$ cat src/rsq_pkg.sv
// Constants for the serial flash reset sequencer: timing, counts, states.
// Assumes a single 40 MHz clock; all times are converted to cycles here.
package rsq_pkg;
   localparam int CLK_MHZ = 40;
   localparam int POWER_UP_INTERVAL_US = 300;
   localparam int RESET_PULSE_WIDTH_NS = 200;
   localparam int RESET_PULSE_HOLD_US = 35;
   localparam int SELECT_HIGH_TIME_NS = 20;
   localparam int OUTPUT_DISABLE_TIME_NS = 20;
   // Least times round up, longest times round down, never below one cycle
   localparam int POWER_UP_CYCLES = POWER_UP_INTERVAL_US * CLK_MHZ;
   localparam int RESET_PULSE_WIDTH_CYCLES = (RESET_PULSE_WIDTH_NS * CLK_MHZ + 999) / 1000;
   localparam int RESET_PULSE_HOLD_CYCLES = RESET_PULSE_HOLD_US * CLK_MHZ;
   localparam int SELECT_HIGH_CYCLES_RAW = (SELECT_HIGH_TIME_NS * CLK_MHZ + 999) / 1000;
   localparam int SELECT_HIGH_CYCLES = (SELECT_HIGH_CYCLES_RAW < 1) ? 1 : SELECT_HIGH_CYCLES_RAW;
   localparam int OUTPUT_DISABLE_CYCLES_RAW = (OUTPUT_DISABLE_TIME_NS * CLK_MHZ) / 1000;
   localparam int OUTPUT_DISABLE_CYCLES =
      (OUTPUT_DISABLE_CYCLES_RAW < 1) ? 1 : OUTPUT_DISABLE_CYCLES_RAW;
   // Warm reset hold counted after qualification, so low-to-ready stays at the hold time
   localparam int WARM_HOLD_CYCLES = RESET_PULSE_HOLD_CYCLES - RESET_PULSE_WIDTH_CYCLES;
   localparam int SOFT_RESET_CYCLES = RESET_PULSE_HOLD_CYCLES;
   localparam int SEQ_CNT_W = 14;

   typedef enum logic [4:0] {
      RSQ_POR   = 5'h01,
      RSQ_HOLD  = 5'h02,
      RSQ_READY = 5'h04,
      RSQ_WARM  = 5'h08,
      RSQ_SOFT  = 5'h10
   } rsq_state_e;
endpackage : rsq_pkg

$ cat src/rsq_qual_if.sv
// Carrier between the sequencer and one reset pulse qualifier.
// Assumes both ends share clk_i.
`timescale 1ns/100ps
`default_nettype none
interface rsq_qual_if;
   logic arm;
   logic low;
   logic fire;
   modport src (output arm, output low, input fire);
   modport qual (input arm, input low, output fire);
endinterface : rsq_qual_if
`default_nettype wire

$ cat src/rsq_pulse_qual.sv
// Reset low pulse qualifier: a high-to-low edge followed by WIDTH low cycles.
// Assumes the level is already synchronous to clk_i.
`timescale 1ns/100ps
`default_nettype none
module rsq_pulse_qual #(
   parameter int WIDTH = rsq_pkg::RESET_PULSE_WIDTH_CYCLES
) (
   input wire logic clk_i,
   input wire logic reset_i,
   rsq_qual_if.qual q
);
   localparam int CW = $clog2(WIDTH + 1);
   logic [CW-1:0] cnt;
   logic [CW-1:0] next_cnt;
   logic seen_high;
   logic next_seen_high;
   logic fire;
   logic next_fire;

   always_comb begin
      next_cnt = cnt;
      next_seen_high = seen_high;
      next_fire = 1'b0;
      if (!q.arm) begin
         next_cnt = '0;
         next_seen_high = 1'b0;
      end else if (!q.low) begin
         // Only a transition from high counts as a reset
         next_seen_high = 1'b1;
         next_cnt = '0;
      end else if (seen_high) begin
         if (cnt == CW'(WIDTH - 1)) begin
            next_fire = 1'b1;
            next_seen_high = 1'b0;
            next_cnt = '0;
         end else begin
            next_cnt = cnt + 1'b1;
         end
      end
   end

   always_ff @(posedge clk_i) begin
      if (reset_i) begin
         cnt <= '0;
         seen_high <= 1'b0;
         fire <= 1'b0;
      end else begin
         cnt <= next_cnt;
         seen_high <= next_seen_high;
         fire <= next_fire;
      end
   end

   assign q.fire = fire;

   short_pulse_a: assert property (@(posedge clk_i) disable iff (reset_i)
      fire |-> $past(q.low, 1) && $past(q.low, 8) && $past(q.arm, 8))
      else $error("reset fired without a full-width low pulse");
endmodule : rsq_pulse_qual
`default_nettype wire

$ cat src/rsq_sequencer.sv
// Reset sequencer of a serial multi-I/O flash: power-on, warm pin and software reset.
// Assumes reset_i marks supply rising above its minimum; pins are synchronous.
`timescale 1ns/100ps
`default_nettype none
module rsq_sequencer #(
   parameter int POR_CYCLES = rsq_pkg::POWER_UP_CYCLES
) (
   input wire logic clk_i,
   input wire logic reset_i,
   input wire logic rst_pin_n_i,
   input wire logic shared_line3_reset_pin_i,
   input wire logic cs_n_i,
   input wire logic quad_enable_bit_i,
   input wire logic pin_reset_enable_bit_i,
   input wire logic soft_reset_cmd_i,
   input wire logic por_fault_i,
   input wire logic quad_read_end_i,
   output logic ready_o,
   output logic outputs_float_o,
   output logic abort_o,
   output logic por_busy_o,
   output logic data_line_3_o,
   output logic data_line_3_oe_o
);
   localparam int CW = rsq_pkg::SEQ_CNT_W;
   localparam int DW = $clog2(rsq_pkg::OUTPUT_DISABLE_CYCLES + 1);
   localparam int SW = $clog2(rsq_pkg::SELECT_HIGH_CYCLES + 1);

   rsq_pkg::rsq_state_e state;
   rsq_pkg::rsq_state_e next_state;
   logic [CW-1:0] cnt;
   logic [CW-1:0] next_cnt;
   logic por_ok;
   logic next_por_ok;
   logic [SW-1:0] cs_high_cnt;
   logic [SW-1:0] next_cs_high_cnt;
   logic [DW-1:0] drv_cnt;
   logic [DW-1:0] next_drv_cnt;
   logic next_ready;
   logic next_float;
   logic next_abort;
   logic next_por_busy;
   logic next_line3_oe;
   logic shared_is_reset;
   logic pins_low;
   logic fire_any;

   rsq_qual_if ded_if ();
   rsq_qual_if shr_if ();

   // Shared pin is a reset input only outside quad, or when enabled after select high
   always_comb begin
      shared_is_reset = !quad_enable_bit_i ||
         (pin_reset_enable_bit_i && cs_n_i &&
          cs_high_cnt >= SW'(rsq_pkg::SELECT_HIGH_CYCLES));
   end

   assign ded_if.arm = (state == rsq_pkg::RSQ_READY);
   assign ded_if.low = !rst_pin_n_i;
   assign shr_if.arm = (state == rsq_pkg::RSQ_READY) && shared_is_reset;
   assign shr_if.low = !shared_line3_reset_pin_i;
   assign fire_any = ded_if.fire || shr_if.fire;
   assign pins_low = !rst_pin_n_i || (!quad_enable_bit_i && !shared_line3_reset_pin_i);

   rsq_pulse_qual #(.WIDTH(rsq_pkg::RESET_PULSE_WIDTH_CYCLES)) u_ded_qual (
      .clk_i(clk_i),
      .reset_i(reset_i),
      .q(ded_if.qual)
   );

   rsq_pulse_qual #(.WIDTH(rsq_pkg::RESET_PULSE_WIDTH_CYCLES)) u_shr_qual (
      .clk_i(clk_i),
      .reset_i(reset_i),
      .q(shr_if.qual)
   );

   always_comb begin
      next_state = state;
      next_cnt = cnt;
      next_por_ok = por_ok;
      case (state)
         rsq_pkg::RSQ_POR: begin
            if (cnt == CW'(POR_CYCLES - 1)) begin
               next_cnt = '0;
               next_por_ok = !por_fault_i;
               // Reset still low at the end keeps the device in reset
               next_state = pins_low ? rsq_pkg::RSQ_HOLD : rsq_pkg::RSQ_READY;
            end else begin
               next_cnt = cnt + 1'b1;
            end
         end
         rsq_pkg::RSQ_HOLD: begin
            if (!pins_low) begin
               next_state = rsq_pkg::RSQ_READY;
            end
         end
         rsq_pkg::RSQ_READY: begin
            next_cnt = '0;
            if (fire_any) begin
               next_state = por_ok ? rsq_pkg::RSQ_WARM : rsq_pkg::RSQ_POR;
            end else if (soft_reset_cmd_i && !pins_low) begin
               next_state = por_ok ? rsq_pkg::RSQ_SOFT : rsq_pkg::RSQ_POR;
            end
         end
         rsq_pkg::RSQ_WARM: begin
            if (cnt == CW'(rsq_pkg::WARM_HOLD_CYCLES - 1)) begin
               next_cnt = '0;
               next_state = rsq_pkg::RSQ_READY;
            end else begin
               next_cnt = cnt + 1'b1;
            end
         end
         rsq_pkg::RSQ_SOFT: begin
            if (cnt == CW'(rsq_pkg::SOFT_RESET_CYCLES - 1)) begin
               next_cnt = '0;
               next_state = rsq_pkg::RSQ_READY;
            end else begin
               next_cnt = cnt + 1'b1;
            end
         end
         default: begin
            next_state = rsq_pkg::RSQ_POR;
            next_cnt = '0;
         end
      endcase
   end

   always_comb begin
      next_ready = (next_state == rsq_pkg::RSQ_READY);
      next_float = (next_state != rsq_pkg::RSQ_READY);
      next_abort = (state == rsq_pkg::RSQ_READY) && (next_state != rsq_pkg::RSQ_READY);
      next_por_busy = (next_state == rsq_pkg::RSQ_POR);
      if (!cs_n_i) begin
         next_cs_high_cnt = '0;
      end else if (cs_high_cnt < SW'(rsq_pkg::SELECT_HIGH_CYCLES)) begin
         next_cs_high_cnt = cs_high_cnt + 1'b1;
      end else begin
         next_cs_high_cnt = cs_high_cnt;
      end
      // Line 3 driven high for the disable time, then released to the pull-up
      if (next_state != rsq_pkg::RSQ_READY) begin
         next_drv_cnt = '0;
      end else if (quad_read_end_i) begin
         next_drv_cnt = DW'(rsq_pkg::OUTPUT_DISABLE_CYCLES);
      end else if (drv_cnt != '0) begin
         next_drv_cnt = drv_cnt - 1'b1;
      end else begin
         next_drv_cnt = drv_cnt;
      end
      next_line3_oe = (next_drv_cnt != '0);
   end

   always_ff @(posedge clk_i) begin
      if (reset_i) begin
         state <= rsq_pkg::RSQ_POR;
         cnt <= '0;
         por_ok <= 1'b0;
         cs_high_cnt <= '0;
         drv_cnt <= '0;
         ready_o <= 1'b0;
         outputs_float_o <= 1'b1;
         abort_o <= 1'b0;
         por_busy_o <= 1'b1;
         data_line_3_o <= 1'b0;
         data_line_3_oe_o <= 1'b0;
      end else begin
         state <= next_state;
         cnt <= next_cnt;
         por_ok <= next_por_ok;
         cs_high_cnt <= next_cs_high_cnt;
         drv_cnt <= next_drv_cnt;
         ready_o <= next_ready;
         outputs_float_o <= next_float;
         abort_o <= next_abort;
         por_busy_o <= next_por_busy;
         data_line_3_o <= next_line3_oe;
         data_line_3_oe_o <= next_line3_oe;
      end
   end

   por_not_ready_a: assert property (@(posedge clk_i) disable iff (reset_i)
      por_busy_o |-> !ready_o && outputs_float_o)
      else $error("device ready during power-on reset");

   por_length_a: assert property (@(posedge clk_i) disable iff (reset_i)
      (state == rsq_pkg::RSQ_POR) |-> (cnt < CW'(POR_CYCLES)))
      else $error("power-up interval overran");

   shared_gate_a: assert property (@(posedge clk_i) disable iff (reset_i)
      shr_if.arm |-> !quad_enable_bit_i || (pin_reset_enable_bit_i && cs_n_i))
      else $error("shared pin armed as reset when not allowed");

   por_ignore_a: assert property (@(posedge clk_i) disable iff (reset_i)
      (state == rsq_pkg::RSQ_POR) |-> !ded_if.arm && !shr_if.arm)
      else $error("reset pins armed during power-on reset");

   late_reset_a: assert property (@(posedge clk_i) disable iff (reset_i)
      (state == rsq_pkg::RSQ_POR && cnt == CW'(POR_CYCLES - 1) && !rst_pin_n_i)
      |=> !ready_o && outputs_float_o && state == rsq_pkg::RSQ_HOLD)
      else $error("device left reset while reset pin held low");

   warm_float_a: assert property (@(posedge clk_i) disable iff (reset_i)
      (fire_any && state == rsq_pkg::RSQ_READY && por_ok)
      |=> (outputs_float_o && abort_o && !data_line_3_oe_o) ##1 (!abort_o && !ready_o)[*8])
      else $error("warm reset did not float and abort");

   por_restart_a: assert property (@(posedge clk_i) disable iff (reset_i)
      (fire_any && state == rsq_pkg::RSQ_READY && !por_ok) |=> por_busy_o)
      else $error("pin reset after failed power-on did not restart it");

   soft_reset_a: assert property (@(posedge clk_i) disable iff (reset_i)
      (state == rsq_pkg::RSQ_READY && !fire_any && soft_reset_cmd_i && !pins_low && por_ok)
      |=> !ready_o && state == rsq_pkg::RSQ_SOFT)
      else $error("software reset not taken with pin high");

   select_low_a: assert property (@(posedge clk_i) disable iff (reset_i)
      (quad_enable_bit_i && !cs_n_i) |-> !shr_if.arm)
      else $error("shared pin treated as reset while selected");

   cs_rise_a: assert property (@(posedge clk_i) disable iff (reset_i)
      (quad_enable_bit_i && $rose(cs_n_i)) |-> !shr_if.arm)
      else $error("shared pin armed right after select rose");

   line3_high_a: assert property (@(posedge clk_i) disable iff (reset_i)
      (quad_read_end_i && next_state == rsq_pkg::RSQ_READY)
      |=> data_line_3_oe_o && data_line_3_o)
      else $error("line 3 not driven high after quad read");

   warm_cov: cover property (@(posedge clk_i) disable iff (reset_i)
      state == rsq_pkg::RSQ_WARM ##1 state == rsq_pkg::RSQ_READY);
   hold_cov: cover property (@(posedge clk_i) disable iff (reset_i)
      state == rsq_pkg::RSQ_HOLD ##1 state == rsq_pkg::RSQ_READY);
   soft_cov: cover property (@(posedge clk_i) disable iff (reset_i)
      state == rsq_pkg::RSQ_SOFT);
   line3_cov: cover property (@(posedge clk_i) disable iff (reset_i)
      $fell(data_line_3_oe_o));
endmodule : rsq_sequencer
`default_nettype wire

$ cat config.mk
export PLATFORM = sky130hd
export DESIGN_NAME = rsq_sequencer
export DESIGN_NICKNAME = d
export VERILOG_FILES = /design/src/rsq_pkg.sv /design/src/rsq_qual_if.sv /design/src/rsq_pulse_qual.sv /design/src/rsq_sequencer.sv
export SDC_FILE = /design/constraint.sdc
export NUM_CORES = 1
export LEC_CHECK = 0
export BUFFER_PORTS_ARGS = -buffer_cell sky130_fd_sc_hd__buf_2
export CELL_PAD_IN_SITES_DETAIL_PLACEMENT = 1
export CELL_PAD_IN_SITES_GLOBAL_PLACEMENT = 2
export CORE_AREA = 3 3 81 83
export DETAILED_ROUTE_END_ITERATION = 16
export DIE_AREA = 0 0 84 86
export GPL_TIMING_DRIVEN = 0
export PLACE_DENSITY = 0.73
export SETUP_SLACK_MARGIN = 0.2
export SLEW_MARGIN = 40
export SYNTH_ARGS = -nofsm -noshare
export SYNTH_HDL_FRONTEND = slang
export SYNTH_SLANG_ARGS = --single-unit
$ cat constraint.sdc
create_clock -name clk_i -period 2.1 [get_ports clk_i]
set_clock_uncertainty 0.2 [all_clocks]
set_input_delay 0.42 -clock clk_i [delete_from_list [all_inputs] [get_ports clk_i]]
set_output_delay 0.42 -clock clk_i [all_outputs]
set_load 0.02 [all_outputs]
Word level (Yosys, flattened, before mapping)
Cells that the tools add are included.
{"block": "op_classes", "eq_ne": 13, "reduce_logical": 23, "addsub": 5, "mux": 26, "n_bitwise": 5, "n_mul": 0, "shift": 0, "div_mod_pow": 0, "n_lt_le_gt_ge": 2}
{"operator": "$pmux W14 S4", "count": 1}
{"operator": "$mux W14", "count": 3}
{"operator": "$mux W5", "count": 7}
{"operator": "$eq A14 B11 Y1 const B", "count": 2}
{"operator": "$pmux W5 S5", "count": 1}
{"operator": "$add A14 B1 Y14 const B", "count": 1}
{"operator": "$eq A14 B14 Y1 const B", "count": 1}
{"operator": "$mux W4", "count": 3}
{"operator": "$eq A5 B1 Y1 const B", "count": 2}
{"operator": "$eq A5 B3 Y1 const B", "count": 2}
{"operator": "$mux W1", "count": 10}
{"operator": "$add A4 B1 Y4 const B", "count": 2}
{"operator": "$eq A4 B3 Y1 const B", "count": 2}
{"operator": "$reduce_or A2 Y1", "count": 4}
{"operator": "$reduce_or A4 Y1", "count": 2}
{"operator": "$logic_and A1 B1 Y1", "count": 6}
{"operator": "$reduce_or A3 Y1", "count": 2}
{"operator": "$eq A5 B2 Y1 const B", "count": 1}
{"operator": "$eq A5 B4 Y1 const B", "count": 1}
{"operator": "$eq A5 B5 Y1 const B", "count": 1}
{"operator": "$logic_not A1 Y1", "count": 5}
{"operator": "$ne A5 B3 Y1 const B", "count": 1}
{"operator": "$not A1 Y1", "count": 5}
{"operator": "$logic_or A1 B1 Y1", "count": 3}
{"operator": "6 further kinds", "count": 6}
{"block": "word_totals", "register_bits": 38, "word_cells": 89, "rom_bits": 0, "latch_bits": 0, "inputBits": 10, "n_memories": 0, "mem_bits_rw": 0, "output_inout_bits": 6}

Depth between registers and ports, before layout
{"block": "depth", "ltp_word": 10, "depth_mapped": 7, "ltp_nobuf": 6}

Cells and area by module
A second synthesis with hierarchy kept.
{"block": "hier_totals", "cells_unflattened": 208, "area_unflattened_um2": 1861.8}
{"module": "rsq_sequencer", "instances": 1, "seq_area_each_um2": 520.5, "area_each_um2": 1368.8, "cells_each": 156}
{"module": "rsq_pulse_qual", "instances": 2, "seq_area_each_um2": 120.1, "area_each_um2": 246.5, "cells_each": 26}

Worst setup path after synthesis
Ideal clock, no wire load.
{"block": "synth_path", "path_type": "register to register", "start": "register cnt[8]", "end": "register cnt[10]", "path_slack_ns": 0.086, "t_required_ns": 1.762, "arrival_ns": 1.677, "period_less_slack_ns": 2.014, "stages_incl_launch_ff": 7, "n_path_buf": 1, "cell_sequence": "dfxtp_1 -> or4b_4 -> nor4_4 -> nor3_2 -> nor3_2 -> buf_6 -> a211oi_1"}
{"block": "synth_between", "elab_chain_cells": 3}
{"element": "start, declared", "line_no": "rsq_sequencer.sv:31", "source": "logic [CW-1:0] cnt;"}
{"element": "start signal, assigned", "line_no": "rsq_sequencer.sv:168", "source": "cnt <= next_cnt;"}
{"element": "$add A14 B1 Y14, or another cell as far along", "line_no": "rsq_sequencer.sv:89, rsq_sequencer.sv:110, rsq_sequencer.sv:118"}
{"element": "$mux W14 (on tied branches)", "line_no": "rsq_sequencer.sv:114, rsq_sequencer.sv:83, rsq_sequencer.sv:106"}
{"element": "$pmux W14 S4 *", "line_no": "rsq_sequencer.sv:81", "source": "case (state)"}
Mark *: on every way between the ends. The rest lies on a longest branch, timed or not.
A chain may end at the register's enable or synchronous reset.

Worst setup path after layout
{"block": "layout_path", "start": "register cnt[12]", "end": "register outputs_float_o"}
{"block": "layout_between", "elab_chain_cells": 4}
{"element": "$eq A14 B11 Y1, or another cell as far along", "line_no": "rsq_sequencer.sv:114", "source": "if (cnt == CW'(rsq_pkg::SOFT_RESET_CYCLES - 1)) begin"}
{"element": "$mux W5 (on tied branches)", "line_no": "rsq_sequencer.sv:114, rsq_sequencer.sv:83, rsq_sequencer.sv:106"}
{"element": "$pmux W5 S5 *", "line_no": "rsq_sequencer.sv:81"}
{"element": "$ne A5 B3 Y1 *", "line_no": "rsq_sequencer.sv:130", "source": "next_float = (next_state != rsq_pkg::RSQ_READY);"}
{"element": "end signal, assigned", "line_no": "rsq_sequencer.sv:173", "source": "outputs_float_o <= next_float;"}
{"element": "end, declared", "line_no": "rsq_sequencer.sv:19", "source": "output logic outputs_float_o,"}
Marks and branches as above.

==> flow_summary.toml <==
[pwr]
switchingPower_uw = 312.3
combinationalPowerShare = 0.041
p_leak_nw = 0.8587
p_int_mw = 1.009
clock_power_share = 0.406
ir_worst_vdd_uv = 310.8
p_seq_frac = 0.553
power.density_nw_per_um2 = 545.3
switching_share = 0.2364
total_power_mw = 1.321

[floorplanning]
rows = 28
core_um2 = 5921
pin_count = 16
die_h_um = 86
die-area_um2 = 7224
start_util = 0.3149
die_w_um = 84

[drt]
vias = 1690
wirelength_mm = 5.017
drc = 0
dr.first_iter.drc_count = 48
viasPerCell = 5.265
post_drt_wl_per_cell_um = 15.63
final_antenna_net_count = 0
detail_route.first_pass.iterations = 4

[setup_path]
critPathBufInv = 1
worst_setup_path_end_kind = "flop"
cp_top_family = "simple AND/OR/NAND/NOR gates"
worstSetupEndpoint = "outputs_float_o$_SDFF_PP1_"
crit_start = "cnt[12]$_SDFFE_PP0N_"
r2r-end = "outputs_float_o$_SDFF_PP1_"
criticalPathCategory = "flop to flop"
worst_setup_path_start_kind = "flop"
crit_cells = 6
required_ns = 2.09
r2r-start = "cnt[12]$_SDFFE_PP0N_"
critical-path-slowest-cell = "or4b_4"
crit_chain = "or4b_4 > nor4_4 > buf_4 > a22o_1 > nand2_2 > and3_4"
rrSetupSlack_ns = -0.07
critPathMaxStageDelay_ns = 0.54
r2r_cells = 6
crit_arrival_ns = 2.17
path_max_fanout = 4

[sta]
finalSetupViolations = 14
timing.final.crit_share = 1.036
timing.fmax_mhz = 459.8
finalHoldViolations = 0
setup-tns-final_ns = -0.6567
rsz0062_at_grt = "true"
drv_slew = 0
worst_slew_pin_slew_ns = 0.6096
whs_ns = 0.1111
period_needed_ns = 2.175
slew_headroom = 0.5936
worst_slack_ns = -0.07483

[clocking]
cts_buffer_depth = 2
clk_pin_slew_worst_paths_ns = 0.08
cts_tree = "yes"
cts_sinks = 38
htreeDepth = 2
cts.hold.buffers_added = 0
cts_root_buffer = "clkbuf_8"
clock_latency_ns = 0.29
cts_made_buffers = 5

[worst_hold_path]
holdPathStages = 2
hold_class = "primary input to flop"

[cells_and_area]
final_common_cell = "dfxtp_1"
diodes = 0
stdcell_count = 321
synthToLayoutAreaGrowth_pct = 29.93
finalNetCount = 258
drive_gt1_frac = 0.3374
final_cell_mix = "dfxtp_1 (32), nand2_1 (20), buf_2 (15)"

[logic_synthesis]
syn-mean-instance-area_um2 = 8.835
synth_flop_cell = "dfxtp_1"
yosys.area.top_type = "dfxtp_1"
async_reset_ff_frac = 0
ys_seq_area_frac = 0.4081
yosysTopAreaCellShare = 0.4081
syn_area_um2 = 1864
synth_area_leaders = "dfxtp_1 (41%), a211oi_1 (5.6%), nand2_1 (4.2%)"
syn_inst = 211
ys_types = 48
ys_ff_latch = 38
synth_nets = 224
yosys_warnings = 0
synth_edf_count = 0

[global_route]
grt_overflow_total = 0
grt_pass1_wl_mm = 8.756
antenna_found_initial = 0
grt_usage = 0.1506
grt_start_max_net_pins = 13
grt_pass1_vias = 1750

[place]
io_buffers = 14
hpwl_mm = 3.440
dp_cells = 300
pre_cts_slack_ns = -0.2540
place_congestion = 0.7222

[status]
status = "finished, violations left"
violations = "setup timing"

[flow_run]
max_cap_violations = 0
==> metrics by stage <==
| stage | instance area (µm²) | utilization |
|---|---|---|
| 2_1_floorplan | 1864 | - |
| 3_3_place_gp | 2028 | 0.3426 |
| 3_5_place_dp | 2028 | 0.3426 |
| 4_1_cts | 2322 | 0.3922 |
| 5_1_grt | 2422 | 0.4091 |
| 6_report | 2422 | 0.4091 |
==> sequential cells by signal (all words and copies together), names as in the netlist <==
| signal | cells |
|---|---|
| u_shr_qual.q.fire | 1 |
| cnt | 14 |
| u_shr_qual.seen_high | 1 |
| u_ded_qual.seen_high | 1 |
| abort_o | 1 |
| u_ded_qual.cnt | 4 |
| ready_o | 1 |
| cs_high_cnt | 1 |
| u_shr_qual.cnt | 4 |
| por_ok | 1 |
| outputs_float_o | 1 |
| u_ded_qual.q.fire | 1 |
| drv_cnt | 1 |
| state | 5 |
| por_busy_o | 1 |
==> cells by family after synthesis <==
logic type,synth area share
xor gates and xnor gates,0.06107
and+or+nand+nor,0.2987
adders and majority gates,0.02014
DFF,0.4081
muxes,0.01074
AOI/OAI and AO/OA,0.1597
buffers and inverters,0.04160
==> layer usage <==
layer / routed length [µm] / track usage / share of wire / vias up
met5: 0 / 0 / 0 / -
met4: 55 / 0.04386 / 0.011 / 0
met1: 2420 / 0.1981 / 0.48 / 825
met3: 148 / 0.03170 / 0.029 / 4
met2: 2393 / 0.2495 / 0.48 / 21
li1: - / - / - / 840
==> Yosys cell counts, drive strengths merged (2+ instances only) <==
master	instances
a211oi	14
a21oi	9
a22o	2
a311oi	2
a31oi	2
and3	2
and3b	2
buf	4
clkbuf	5
dfxtp	38
ha	3
inv	6
mux2i	2
nand2	21
nand2b	2
nand3	6
nand3b	5
nand4	6
nor2	14
nor2b	3
nor3	17
nor4	5
o21a	2
o21ai	7
or3	4
xnor2	5
xor2	8
==> worst min path at each step <==
stage                                   start                              to  slack (ns)
5_1_grt                           por_fault_i             por_ok$_SDFFE_PP0P_        0.13
2_1_floorplan  u_shr_qual.cnt[3]$_SDFFE_PP0P_  u_shr_qual.cnt[3]$_SDFFE_PP0P_        0.24
4_1_cts                           por_fault_i             por_ok$_SDFFE_PP0P_        0.10
6_report                          por_fault_i             por_ok$_SDFFE_PP0P_        0.11
3_5_place_dp   u_shr_qual.cnt[3]$_SDFFE_PP0P_  u_shr_qual.cnt[3]$_SDFFE_PP0P_        0.26
3_3_place_gp   u_shr_qual.cnt[3]$_SDFFE_PP0P_  u_shr_qual.cnt[3]$_SDFFE_PP0P_        0.26
==> repair_timing <==
| item | CTS | global route |
|---|---|---|
| resized for setup | 27 | 22 |
| setup buffers | 12 | 0 |
| endpoints found under the setup margin | 28 | 30 |
| gates cloned | 1 | 0 |
| pin swaps | 12 | 6 |
==> final cells by class <==
type	count	area, µm²
flip-flops and latches	38	773.2
clock buffers	6	82.58
plain buffers	9	62.56
well taps	75	93.84
clock inverters	2	12.51
multi-input cells	158	1196
fillers	701	3498
repair buffers	27	178.9
inverters	6	22.52
==> power by group through the flow <==
stage / clock, mW / combinational, mW / sequential (mW)
6_report: 0.536 / 0.0544 / 0.730
5_1_grt: 0.594 / 0.0622 / 0.732
4_1_cts: 0.563 / 0.0507 / 0.730
3_5_place_dp: 0 / 0.0486 / 0.750
3_3_place_gp: 0 / 0.0481 / 0.750
2_1_floorplan: 0 / 0.0278 / 0.748
Note: power is estimated with default switching activity, not from simulation.
